--- src/shared/pmc_pkg.sv ---
// Shared constants and types for the power mode controller.
// Assumes a 32-bit APB master and a single 250 MHz clock domain.
package pmc_pkg;

   // Register indices; byte address is four times the index
   localparam logic [23:0] IDX_CTRL = 24'hfffc60;
   localparam logic [23:0] IDX_STAT = 24'hfffc62;
   localparam logic [23:0] IDX_CRC = 24'hfffc64;
   localparam logic [31:0] ADDR_CTRL = {6'h00, IDX_CTRL, 2'h0};
   localparam logic [31:0] ADDR_STAT = {6'h00, IDX_STAT, 2'h0};
   localparam logic [31:0] ADDR_CRC = {6'h00, IDX_CRC, 2'h0};

   // Decoded register selects
   localparam logic [1:0] SEL_CTRL = 2'h0;
   localparam logic [1:0] SEL_STAT = 2'h1;
   localparam logic [1:0] SEL_CRC = 2'h2;
   localparam logic [1:0] SEL_NONE = 2'h3;

   // Reset values and field positions
   localparam logic [7:0] CTRL_RST = 8'h00;
   // PLL starts off, in step with the power-down bit's reset value
   localparam logic [4:0] CLK_CTL_RST = 5'h10;
   localparam logic PLL_PD_RST = 1'h1;
   localparam int PLL_PD_BIT = 0;
   localparam int CTRL_W = 8;

   // Number of asynchronous status pins brought through synchronisers
   localparam int SYNC_W = 4;

   // Control register, bit 7 down to bit 0
   typedef struct packed {
      logic pll_hw_gate;
      logic osc_hw_gate;
      logic pll_disable;
      logic osc_disable;
      logic wait_before_entry;
      logic halt;
      logic idle;
      logic power_save_request;
   } pmc_ctrl_t;

   // Pins from the link controller and clock monitors
   typedef struct packed {
      logic link_sleep;
      logic pll_clock_stable;
      logic main_clock_stable;
      logic low_clock_stable;
   } pmc_pins_t;

   // Clock steering outputs
   typedef struct packed {
      logic osc_enable;
      logic pll_enable;
      logic sys_clk_slow;
      logic sys_clk_stop;
      logic slow_clk_stop;
   } pmc_clk_ctl_t;

   typedef enum logic [6:0] {
      ST_ACTIVE = 7'h01,
      ST_PSAVE = 7'h02,
      ST_IDLE = 7'h04,
      ST_HALT_ENTER = 7'h08,
      ST_HALT = 7'h10,
      ST_WAKE_OSC = 7'h20,
      ST_WAKE_PLL = 7'h40
   } pmc_state_t;

endpackage

--- src/hdl/pmc_sync.sv ---
// Two-stage synchroniser for the asynchronous status pins.
// Assumes each pin is a slow level; no pulse is shorter than a few clocks.
`timescale 1ns/1ns
module pmc_sync (
   // Clock and reset
   input wire logic clk,
   input wire logic rst_b,
   // Pins in, synchronised levels out
   input wire pmc_pkg::pmc_pins_t pins_in,
   output pmc_pkg::pmc_pins_t pins_out
);
   pmc_pkg::pmc_pins_t meta_reg;
   pmc_pkg::pmc_pins_t sync_reg;

   // First stage is read by the second stage only
   always_ff @(posedge clk or negedge rst_b) begin
      if (!rst_b) begin
         meta_reg <= pmc_pkg::pmc_pins_t'(4'h0);
         sync_reg <= pmc_pkg::pmc_pins_t'(4'h0);
      end else begin
         meta_reg <= pins_in;
         sync_reg <= meta_reg;
      end
   end

   assign pins_out = sync_reg;
endmodule // pmc_sync

--- src/hdl/pmc_clock_gate.sv ---
// Decides oscillator and PLL enables from the power mode and control bits.
// Purely combinational; the caller registers the results.
`timescale 1ns/1ns
module pmc_clock_gate (
   // Mode and control
   input wire pmc_pkg::pmc_state_t state,
   input wire pmc_pkg::pmc_ctrl_t ctrl,
   input wire logic pll_power_down,
   input wire logic link_sleep,
   // Enables
   output logic osc_en,
   output logic pll_en
);
   always_comb begin
      osc_en = 1'h1;
      pll_en = !pll_power_down;
      unique case (state)
         pmc_pkg::ST_ACTIVE, pmc_pkg::ST_HALT_ENTER: begin
            osc_en = 1'h1;
            pll_en = !pll_power_down;
         end
         pmc_pkg::ST_PSAVE, pmc_pkg::ST_IDLE: begin
            // Idle relies on software having set both disable bits first
            osc_en = !(ctrl.osc_disable || (ctrl.osc_hw_gate && link_sleep));
            pll_en = !(pll_power_down || ctrl.pll_disable ||
                       (ctrl.pll_hw_gate && link_sleep));
         end
         pmc_pkg::ST_HALT: begin
            osc_en = 1'h0;
            pll_en = 1'h0;
         end
         pmc_pkg::ST_WAKE_OSC: begin
            osc_en = !ctrl.osc_disable;
            // PLL keeps running unless disabled; no needless restart on wake
            pll_en = !(ctrl.pll_disable || pll_power_down);
         end
         pmc_pkg::ST_WAKE_PLL: begin
            osc_en = 1'h1;
            pll_en = !(ctrl.pll_disable || pll_power_down);
         end
         default: begin
            osc_en = 1'h1;
            pll_en = !pll_power_down;
         end
      endcase
   end
endmodule // pmc_clock_gate

--- src/hdl/pmc_power_mode_manager.sv ---
// Power mode controller: APB registers, mode state machine, clock steering.
// Assumes wait_exec and wake_event come from logic on clk; clock monitor
// and link sleep pins are asynchronous and are synchronised here.
//
// How it works
// - Power Save runs the system clock from the slow clock.
// - Idle stops the system clock; slow clock and its users keep running.
// - Idle entry is accepted only from Active.
// - Halt stops all clocks, oscillator and PLL; state is kept.
// - Halt entry is accepted only from Active.
// - Hardware gate bits drop oscillator or PLL while the link sleeps in Power Save or Idle.
// - Disable bits force the source off in Power Save regardless.
// - Active forces oscillator on and PLL on unless powered down, Halt forces both off.
// - PLL power-down turns the PLL off in every mode, oscillator untouched.
// - Control register: eight read/write bits, cleared at reset.
// - Immediate Power Save request; the bit reads one after switching.
// - With wait-before-entry set, Power Save waits for a WAIT instruction.
// - Software or a wake-up clears the power save request bit.
// - Idle entered at next WAIT when wait-before-entry is set; wake-up clears the idle bit.
// - Halt at next WAIT when wait-before-entry is set: system clock stops first, then PLL and oscillator.
// - Wake-up from Halt restarts oscillator; halt bit clears once stable.
// - With deferred entry, sources go off only after the mode is entered.
// - Oscillator disable acts in Power Save; wake-up clears it.
// - PLL disable acts in Power Save; wake-up clears it.
// - Oscillator hardware gate acts in Power Save and Idle; cleared on Active.
// - PLL hardware gate acts in Power Save and Idle; cleared on Active.
// - Wake-up: clear osc disable, wait main stable, clear PLL disable, wait PLL.
// - A switch waits until the clock it needs reports stable.
`timescale 1ns/1ns
module pmc_power_mode_manager (
   // Clock and reset
   input wire logic clk,
   input wire logic rst_b,
   // APB slave
   input wire logic psel,
   input wire logic penable,
   input wire logic pwrite,
   input wire logic [31:0] paddr,
   input wire logic [31:0] pwdata,
   output logic pready,
   output logic [31:0] prdata,
   output logic pslverr,
   // CPU and wake-up logic
   input wire logic wait_exec,
   input wire logic wake_event,
   // Asynchronous status pins
   input wire pmc_pkg::pmc_pins_t clk_pins,
   // Clock steering and mode
   output pmc_pkg::pmc_clk_ctl_t clk_ctl,
   output pmc_pkg::pmc_state_t power_mode
);

   function automatic logic [1:0] decode(input logic [31:0] addr);
      logic [1:0] sel;
      sel = pmc_pkg::SEL_NONE;
      if (addr == pmc_pkg::ADDR_CTRL) begin
         sel = pmc_pkg::SEL_CTRL;
      end else if (addr == pmc_pkg::ADDR_STAT) begin
         sel = pmc_pkg::SEL_STAT;
      end else if (addr == pmc_pkg::ADDR_CRC) begin
         sel = pmc_pkg::SEL_CRC;
      end
      return sel;
   endfunction

   pmc_pkg::pmc_pins_t pins_s;
   pmc_pkg::pmc_state_t state_reg;
   pmc_pkg::pmc_state_t state_next;
   pmc_pkg::pmc_ctrl_t ctrl_reg;
   pmc_pkg::pmc_ctrl_t ctrl_next;
   pmc_pkg::pmc_ctrl_t wctrl;
   pmc_pkg::pmc_clk_ctl_t clk_ctl_reg;
   pmc_pkg::pmc_clk_ctl_t clk_ctl_next;
   logic pll_pd_reg;
   logic pll_pd_next;
   logic ps_pending_reg;
   logic ps_pending_next;
   logic wait_armed_reg;
   logic wait_armed_next;
   logic [31:0] prdata_reg;
   logic [31:0] prdata_next;
   logic [1:0] sel;
   logic access;
   logic wr;
   logic pll_ok;
   logic pll_ready;
   logic osc_en;
   logic pll_en;
   logic [7:0] status;

   pmc_sync u_sync (
      .clk(clk),
      .rst_b(rst_b),
      .pins_in(clk_pins),
      .pins_out(pins_s)
   );

   // Gate decisions use the current mode, so a deferred request never
   // turns a source off before the mode is really entered
   pmc_clock_gate u_gate (
      .state(state_reg),
      .ctrl(ctrl_reg),
      .pll_power_down(pll_pd_reg),
      .link_sleep(pins_s.link_sleep),
      .osc_en(osc_en),
      .pll_en(pll_en)
   );

   // A disabled PLL counts as stable so it never blocks a switch
   assign pll_ok = pins_s.pll_clock_stable || !clk_ctl_reg.pll_enable;
   assign status = {5'h00, pll_ok, pins_s.main_clock_stable, pins_s.low_clock_stable};
   // Wake waits on the real monitor once the PLL is wanted; the registered
   // enable lags a cycle, so it must not count as disabled
   assign pll_ready = !pll_en || (clk_ctl_reg.pll_enable && pins_s.pll_clock_stable);

   // APB: zero wait states, data prepared in the setup cycle
   assign sel = decode(paddr);
   assign access = psel && penable;
   assign pready = access;
   assign pslverr = access && (sel == pmc_pkg::SEL_NONE);
   assign wr = access && pwrite && (sel != pmc_pkg::SEL_NONE);
   assign wctrl = pmc_pkg::pmc_ctrl_t'(pwdata[pmc_pkg::CTRL_W-1:0]);
   assign prdata = prdata_reg;

   always_comb begin
      prdata_next = prdata_reg;
      if (psel && !penable && !pwrite) begin
         unique case (sel)
            pmc_pkg::SEL_CTRL: prdata_next = {24'h000000, ctrl_reg};
            pmc_pkg::SEL_STAT: prdata_next = {24'h000000, status};
            pmc_pkg::SEL_CRC: prdata_next = {31'h00000000, pll_pd_reg};
            pmc_pkg::SEL_NONE: prdata_next = 32'h00000000;
         endcase
      end
   end

   always_comb begin
      state_next = state_reg;
      ctrl_next = ctrl_reg;
      pll_pd_next = pll_pd_reg;
      ps_pending_next = ps_pending_reg;
      wait_armed_next = wait_armed_reg;

      // Software writes first, so hardware updates below win a tie
      if (wr && sel == pmc_pkg::SEL_CRC) begin
         pll_pd_next = pwdata[pmc_pkg::PLL_PD_BIT];
      end
      if (wr && sel == pmc_pkg::SEL_CTRL) begin
         ctrl_next.pll_hw_gate = wctrl.pll_hw_gate;
         ctrl_next.osc_hw_gate = wctrl.osc_hw_gate;
         ctrl_next.pll_disable = wctrl.pll_disable;
         ctrl_next.osc_disable = wctrl.osc_disable;
         ctrl_next.wait_before_entry = wctrl.wait_before_entry;
         if (state_reg == pmc_pkg::ST_ACTIVE) begin
            if (wctrl.power_save_request && !ctrl_reg.power_save_request) begin
               if (wctrl.wait_before_entry) begin
                  ctrl_next.power_save_request = 1'h1;
               end else begin
                  ps_pending_next = 1'h1;
               end
            end else if (!wctrl.power_save_request) begin
               ctrl_next.power_save_request = 1'h0;
               ps_pending_next = 1'h0;
            end
            ctrl_next.idle = wctrl.idle;
            ctrl_next.halt = wctrl.halt;
         end else if (state_reg == pmc_pkg::ST_PSAVE && !wctrl.power_save_request) begin
            // Bit stays set until Active is reached
            state_next = pmc_pkg::ST_WAKE_OSC;
         end
      end

      unique case (state_reg)
         pmc_pkg::ST_ACTIVE: begin
            if (wait_exec && ctrl_next.wait_before_entry &&
                (ctrl_next.halt || ctrl_next.idle || ctrl_next.power_save_request)) begin
               wait_armed_next = 1'h1;
            end
            // Low-power modes need a stable slow clock
            if (ps_pending_reg && pins_s.low_clock_stable) begin
               state_next = pmc_pkg::ST_PSAVE;
               ctrl_next.power_save_request = 1'h1;
               ps_pending_next = 1'h0;
            end else if (wait_armed_reg && pins_s.low_clock_stable) begin
               wait_armed_next = 1'h0;
               if (ctrl_reg.halt) begin
                  state_next = pmc_pkg::ST_HALT_ENTER;
               end else if (ctrl_reg.idle) begin
                  state_next = pmc_pkg::ST_IDLE;
               end else if (ctrl_reg.power_save_request) begin
                  state_next = pmc_pkg::ST_PSAVE;
               end
            end
         end
         pmc_pkg::ST_PSAVE, pmc_pkg::ST_IDLE, pmc_pkg::ST_HALT: begin
            if (wake_event) begin
               ctrl_next.osc_disable = 1'h0;
               ctrl_next.power_save_request = 1'h0;
               ctrl_next.idle = 1'h0;
               state_next = pmc_pkg::ST_WAKE_OSC;
            end
         end
         pmc_pkg::ST_HALT_ENTER: begin
            state_next = pmc_pkg::ST_HALT;
         end
         pmc_pkg::ST_WAKE_OSC: begin
            if (pins_s.main_clock_stable) begin
               ctrl_next.halt = 1'h0;
               ctrl_next.pll_disable = 1'h0;
               state_next = pmc_pkg::ST_WAKE_PLL;
            end
         end
         pmc_pkg::ST_WAKE_PLL: begin
            if (pll_ready) begin
               ctrl_next.power_save_request = 1'h0;
               ctrl_next.osc_hw_gate = 1'h0;
               ctrl_next.pll_hw_gate = 1'h0;
               state_next = pmc_pkg::ST_ACTIVE;
            end
         end
         default: begin
            state_next = pmc_pkg::ST_ACTIVE;
         end
      endcase
   end

   always_comb begin
      clk_ctl_next.osc_enable = osc_en;
      clk_ctl_next.pll_enable = pll_en;
      clk_ctl_next.sys_clk_slow = (state_reg == pmc_pkg::ST_PSAVE) ||
                                  (state_reg == pmc_pkg::ST_WAKE_OSC) ||
                                  (state_reg == pmc_pkg::ST_WAKE_PLL);
      clk_ctl_next.sys_clk_stop = (state_reg == pmc_pkg::ST_IDLE) ||
                                  (state_reg == pmc_pkg::ST_HALT_ENTER) ||
                                  (state_reg == pmc_pkg::ST_HALT);
      clk_ctl_next.slow_clk_stop = (state_reg == pmc_pkg::ST_HALT);
   end

   always_ff @(posedge clk or negedge rst_b) begin
      if (!rst_b) begin
         state_reg <= pmc_pkg::ST_ACTIVE;
         ctrl_reg <= pmc_pkg::pmc_ctrl_t'(pmc_pkg::CTRL_RST);
         pll_pd_reg <= pmc_pkg::PLL_PD_RST;
         ps_pending_reg <= 1'h0;
         wait_armed_reg <= 1'h0;
         prdata_reg <= 32'h00000000;
         clk_ctl_reg <= pmc_pkg::pmc_clk_ctl_t'(pmc_pkg::CLK_CTL_RST);
      end else begin
         state_reg <= state_next;
         ctrl_reg <= ctrl_next;
         pll_pd_reg <= pll_pd_next;
         ps_pending_reg <= ps_pending_next;
         wait_armed_reg <= wait_armed_next;
         prdata_reg <= prdata_next;
         clk_ctl_reg <= clk_ctl_next;
      end
   end

   assign clk_ctl = clk_ctl_reg;
   assign power_mode = state_reg;
endmodule // pmc_power_mode_manager

--- config.mk ---
export PLATFORM = sky130hd
export DESIGN_NAME = pmc_power_mode_manager
export DESIGN_NICKNAME = d
export VERILOG_FILES = /design/src/shared/pmc_pkg.sv /design/src/hdl/pmc_sync.sv /design/src/hdl/pmc_clock_gate.sv /design/src/hdl/pmc_power_mode_manager.sv
export SDC_FILE = /design/constraint.sdc
export NUM_CORES = 1
export LEC_CHECK = 0
export ABC_CLOCK_PERIOD_IN_PS = 2900
export BUFFER_PORTS_ARGS = -buffer_cell sky130_fd_sc_hd__buf_2
export CAP_MARGIN = 20
export CELL_PAD_IN_SITES_DETAIL_PLACEMENT = 0
export CELL_PAD_IN_SITES_GLOBAL_PLACEMENT = 1
export CORE_UTILIZATION = 32
export DETAILED_ROUTE_END_ITERATION = 10
export PLACE_DENSITY = 0.88
export RECOVER_POWER = 25
export SYNTH_ARGS = -nofsm -noshare
export SYNTH_HDL_FRONTEND = slang
export SYNTH_SLANG_ARGS = --single-unit
--- constraint.sdc ---
create_clock -name clk -period 2.9 [get_ports clk]
set_clock_uncertainty 0.15 [all_clocks]
set_input_delay 0.29 -clock clk [delete_from_list [all_inputs] [get_ports clk]]
set_output_delay 0.29 -clock clk [all_outputs]
set_load 0.01 [all_outputs]
==> flow_metrics.env <==
export IMPL_ys_seq_elements=39
export IMPL_synthArstFlopShare=1.00
export IMPL_grt_max_degree=40
export IMPL_fin_setup_tns_ns=0
export IMPL_path_delay_family="simple AND/OR/NAND/NOR gates"
export IMPL_layout_drive_gt1_share=0.244
export IMPL_peakVddDrop_uv=188
export IMPL_hold_viol_final=0
export IMPL_critical_path_class="reg2reg"
export IMPL_port_buffers=72
export IMPL_final_util=0.407
export IMPL_arrival_ns=2.39
export IMPL_slowest_stage="or4b_1"
export IMPL_place_area_mm2=0.00263
export IMPL_status="complete, no violations"
export IMPL_syn_area_per_cell_um2=9.71
export IMPL_slew_viol_final=0
export IMPL_grt_use_total=0.162
export IMPL_crit_fanout=14
export IMPL_gp_congestion=0.826
export IMPL_max_stage_delay_ns=0.69
export IMPL_layout_common_cells="57 x buf_2, 36 x dfrtp_1, 24 x conb_1, 15 x nand2_1, 15 x clkbuf_1"
export IMPL_final_cell_area_mm2=0.00280
export IMPL_maxCapViolCount=0
export IMPL_cts_tree="built"
export IMPL_grt_first_pass_wirelength_mm=9.51
export IMPL_coreArea_mm2=0.00687
export IMPL_vias=2075
export IMPL_rows=30
export IMPL_die_w_um=86.8
export IMPL_grt_remaining_overflow=0
export IMPL_clock_sinks=39
export IMPL_crit_path_end_kind="flop"
export IMPL_viasPerCell=5.15
export IMPL_antenna_cells=0
export IMPL_path_buf_inv=0
export IMPL_clock_latency_ns=0.29
export IMPL_crit_chain="or4b_1, or2_4, nor4_4, mux2i_1"
export IMPL_cts_buffer_depth=2
export IMPL_ioPinCount=121
export IMPL_hold_path_class="in2reg"
export IMPL_mostFrequentLayoutCell="buf_2"
export IMPL_start_util=0.335
export IMPL_relSlewSlack=0.357
export IMPL_dieArea_mm2=0.00753
export IMPL_start_kind="flop"
export IMPL_place_inst=390
export IMPL_cellLeakagePower_nw=1.28
export IMPL_power_density_mw_per_mm2=493
export IMPL_tightest_slew_ns=0.965
export IMPL_drtIter0Drc=140
export IMPL_synth_flop_cell="dfrtp_1"
export IMPL_reg2reg_depth=4
export IMPL_wl_per_cell_um=14.4
export IMPL_synth_area_mm2=0.00230
export IMPL_die_height_um=86.8
export IMPL_cts_max_level=2
export IMPL_clock_root_buffer="clkbuf_8"
export IMPL_crit_cells=4
export IMPL_drc=0
export IMPL_synth_cell_type_count=60
export IMPL_hpwl_mm=4.41
export IMPL_final_cells=403
export IMPL_ys_warn_count=0
export IMPL_drt_total_wl_mm=5.79
export IMPL_required_ns=2.96
export IMPL_clk_pin_slew_ns=0.07
export IMPL_num_fill_cells=708
export IMPL_cts_buffers=5
export IMPL_hold_depth=3
export IMPL_grt_pass1_vias=1926
export IMPL_rsz0062_at_grt="false"
export IMPL_synth_edff_count=0
export IMPL_area_growth_pct=21.6
export IMPL_period_needed_ns=2.33
export IMPL_postCtsSetupBuffers=0
export IMPL_period_share=0.802
export IMPL_ant_nets=0
export IMPL_fmax_mhz=430
export IMPL_setup_violations_final=0
export IMPL_ys_seq_area_frac=0.426
export IMPL_antenna_found_initial=0
export IMPL_synthCells=237
export IMPL_drtPass1Iterations=4
export IMPL_fin_nets=381
[worst paths after layout]
path | start | to | slack (ns)
setup / recovery | power_mode[1]$_DFF_PN0_ | ctrl_reg[2]$_DFF_PN0_ | 0.57
hold / removal | pwdata[2] | ctrl_reg[2]$_DFF_PN0_ | 0.11
setup reg to reg | power_mode[1]$_DFF_PN0_ | ctrl_reg[2]$_DFF_PN0_ | 0.57
hold reg to reg | u_sync.meta_reg[2]$_DFF_PN0_ | u_sync.pins_out[2]$_DFF_PN0_ | 0.19
max in group asynchronous | rst_b | ps_pending_reg$_DFF_PN0_ | 1.46
min in group asynchronous | rst_b | power_mode[6]$_DFF_PN0_ | 0.54
[cells by family (layout without fill, tap and decap cells)]
group           Yosys count  after routing  synth area share
xor+xnor                  3              3            0.0114
flops                    39             39             0.426
mux                       5              5            0.0228
compound gates           57             57             0.187
other cells               1             24           0.00163
simple gates             87             87             0.235
buf+inv                  45             92             0.116
[where the power goes]
part	internal [mW]	switching, mW	total (mW)
Combinational	0.0949	0.139	0.234
Clock	0.344	0.187	0.531
Sequential	0.572	0.0426	0.614
[cell usage after synthesis (2+ instances only)]
cell type,count,area share
a22o_1,6,0.023
mux2i_1,3,0.013
a31oi_1,2,0.0054
a2111oi_0,2,0.0076
clkbuf_1,12,0.020
o22ai_1,3,0.0082
a21oi_1,4,0.0087
nand2_1,15,0.024
xor2_1,2,0.0076
o21ai_0,5,0.011
dfstp_2,3,0.034
mux2_2,2,0.0098
nor2_1,9,0.015
nand4_1,10,0.027
and4_1,4,0.015
nand2b_1,3,0.0082
dfrtp_1,36,0.39
nor3_1,10,0.022
or3_1,2,0.0054
nor4_1,5,0.014
nor2b_1,5,0.014
buf_4,24,0.078
nor4b_1,3,0.011
o211ai_1,4,0.013
and3_1,3,0.0082
o31ai_1,9,0.029
a21boi_0,3,0.0098
a211oi_1,4,0.013
o311ai_0,2,0.0076
nand4b_1,2,0.0076
nor4bb_1,4,0.017
buf_1,2,0.0033
nand3_1,3,0.0065
inv_1,5,0.0082
[layout make-up]
class / count / area [um^2] / share of cell area
clock buffer: 6 / 72.6 / 0.0259
clock inverter: 2 / 60.1 / 0.0215
inverter: 5 / 18.8 / 0.00671
multi-input combinational: 176 / 1140 / 0.407
sequential: 39 / 980 / 0.350
tap: 96 / 120 / 0.0429
timing repair buffer: 79 / 408 / 0.146
[worst register-to-register path: cells and delay by family (launching register included)]
| kind | cells | cell delay (ns) |
|---|---|---|
| AND/OR/NAND/NOR | 3 | 1.36 |
| multiplexers | 1 | 0.21 |
| flip-flops | 1 | 0.54 |
[metal layers]
| metal | GRT usage | wire length, um | up-vias |
|---|---|---|---|
| met1 | 0.224 | 2580 | 995 |
| met2 | 0.251 | 2750 | 89 |
| li1 | - | - | 991 |
| met3 | 0.0429 | 465 | 0 |
| met5 | 0 | 0 | - |
| met4 | 0.0379 | 0 | 0 |
[repair_timing]
| action | 4_1_cts | 5_1_grt |
|---|---|---|
| hold buffers | 5 | 0 |
| gates resized for setup | 0 | 0 |
| endpoints found under the hold margin | 30 | 0 |
[per-stage QoR]
| stage | worst slack (ns) | power [mW] | hold WS (ns) |
|---|---|---|---|
| floorplan | 0.732 | 0.785 | -0.156 |
| global route | 0.472 | 1.45 | 0.0983 |
| CTS | 0.571 | 1.39 | 0.0967 |
| global placement | 0.632 | 0.850 | 0.183 |
| finish | 0.574 | 1.38 | 0.110 |
| detailed placement | 0.574 | 0.854 | 0.186 |
(Power assumes the default switching activity.)
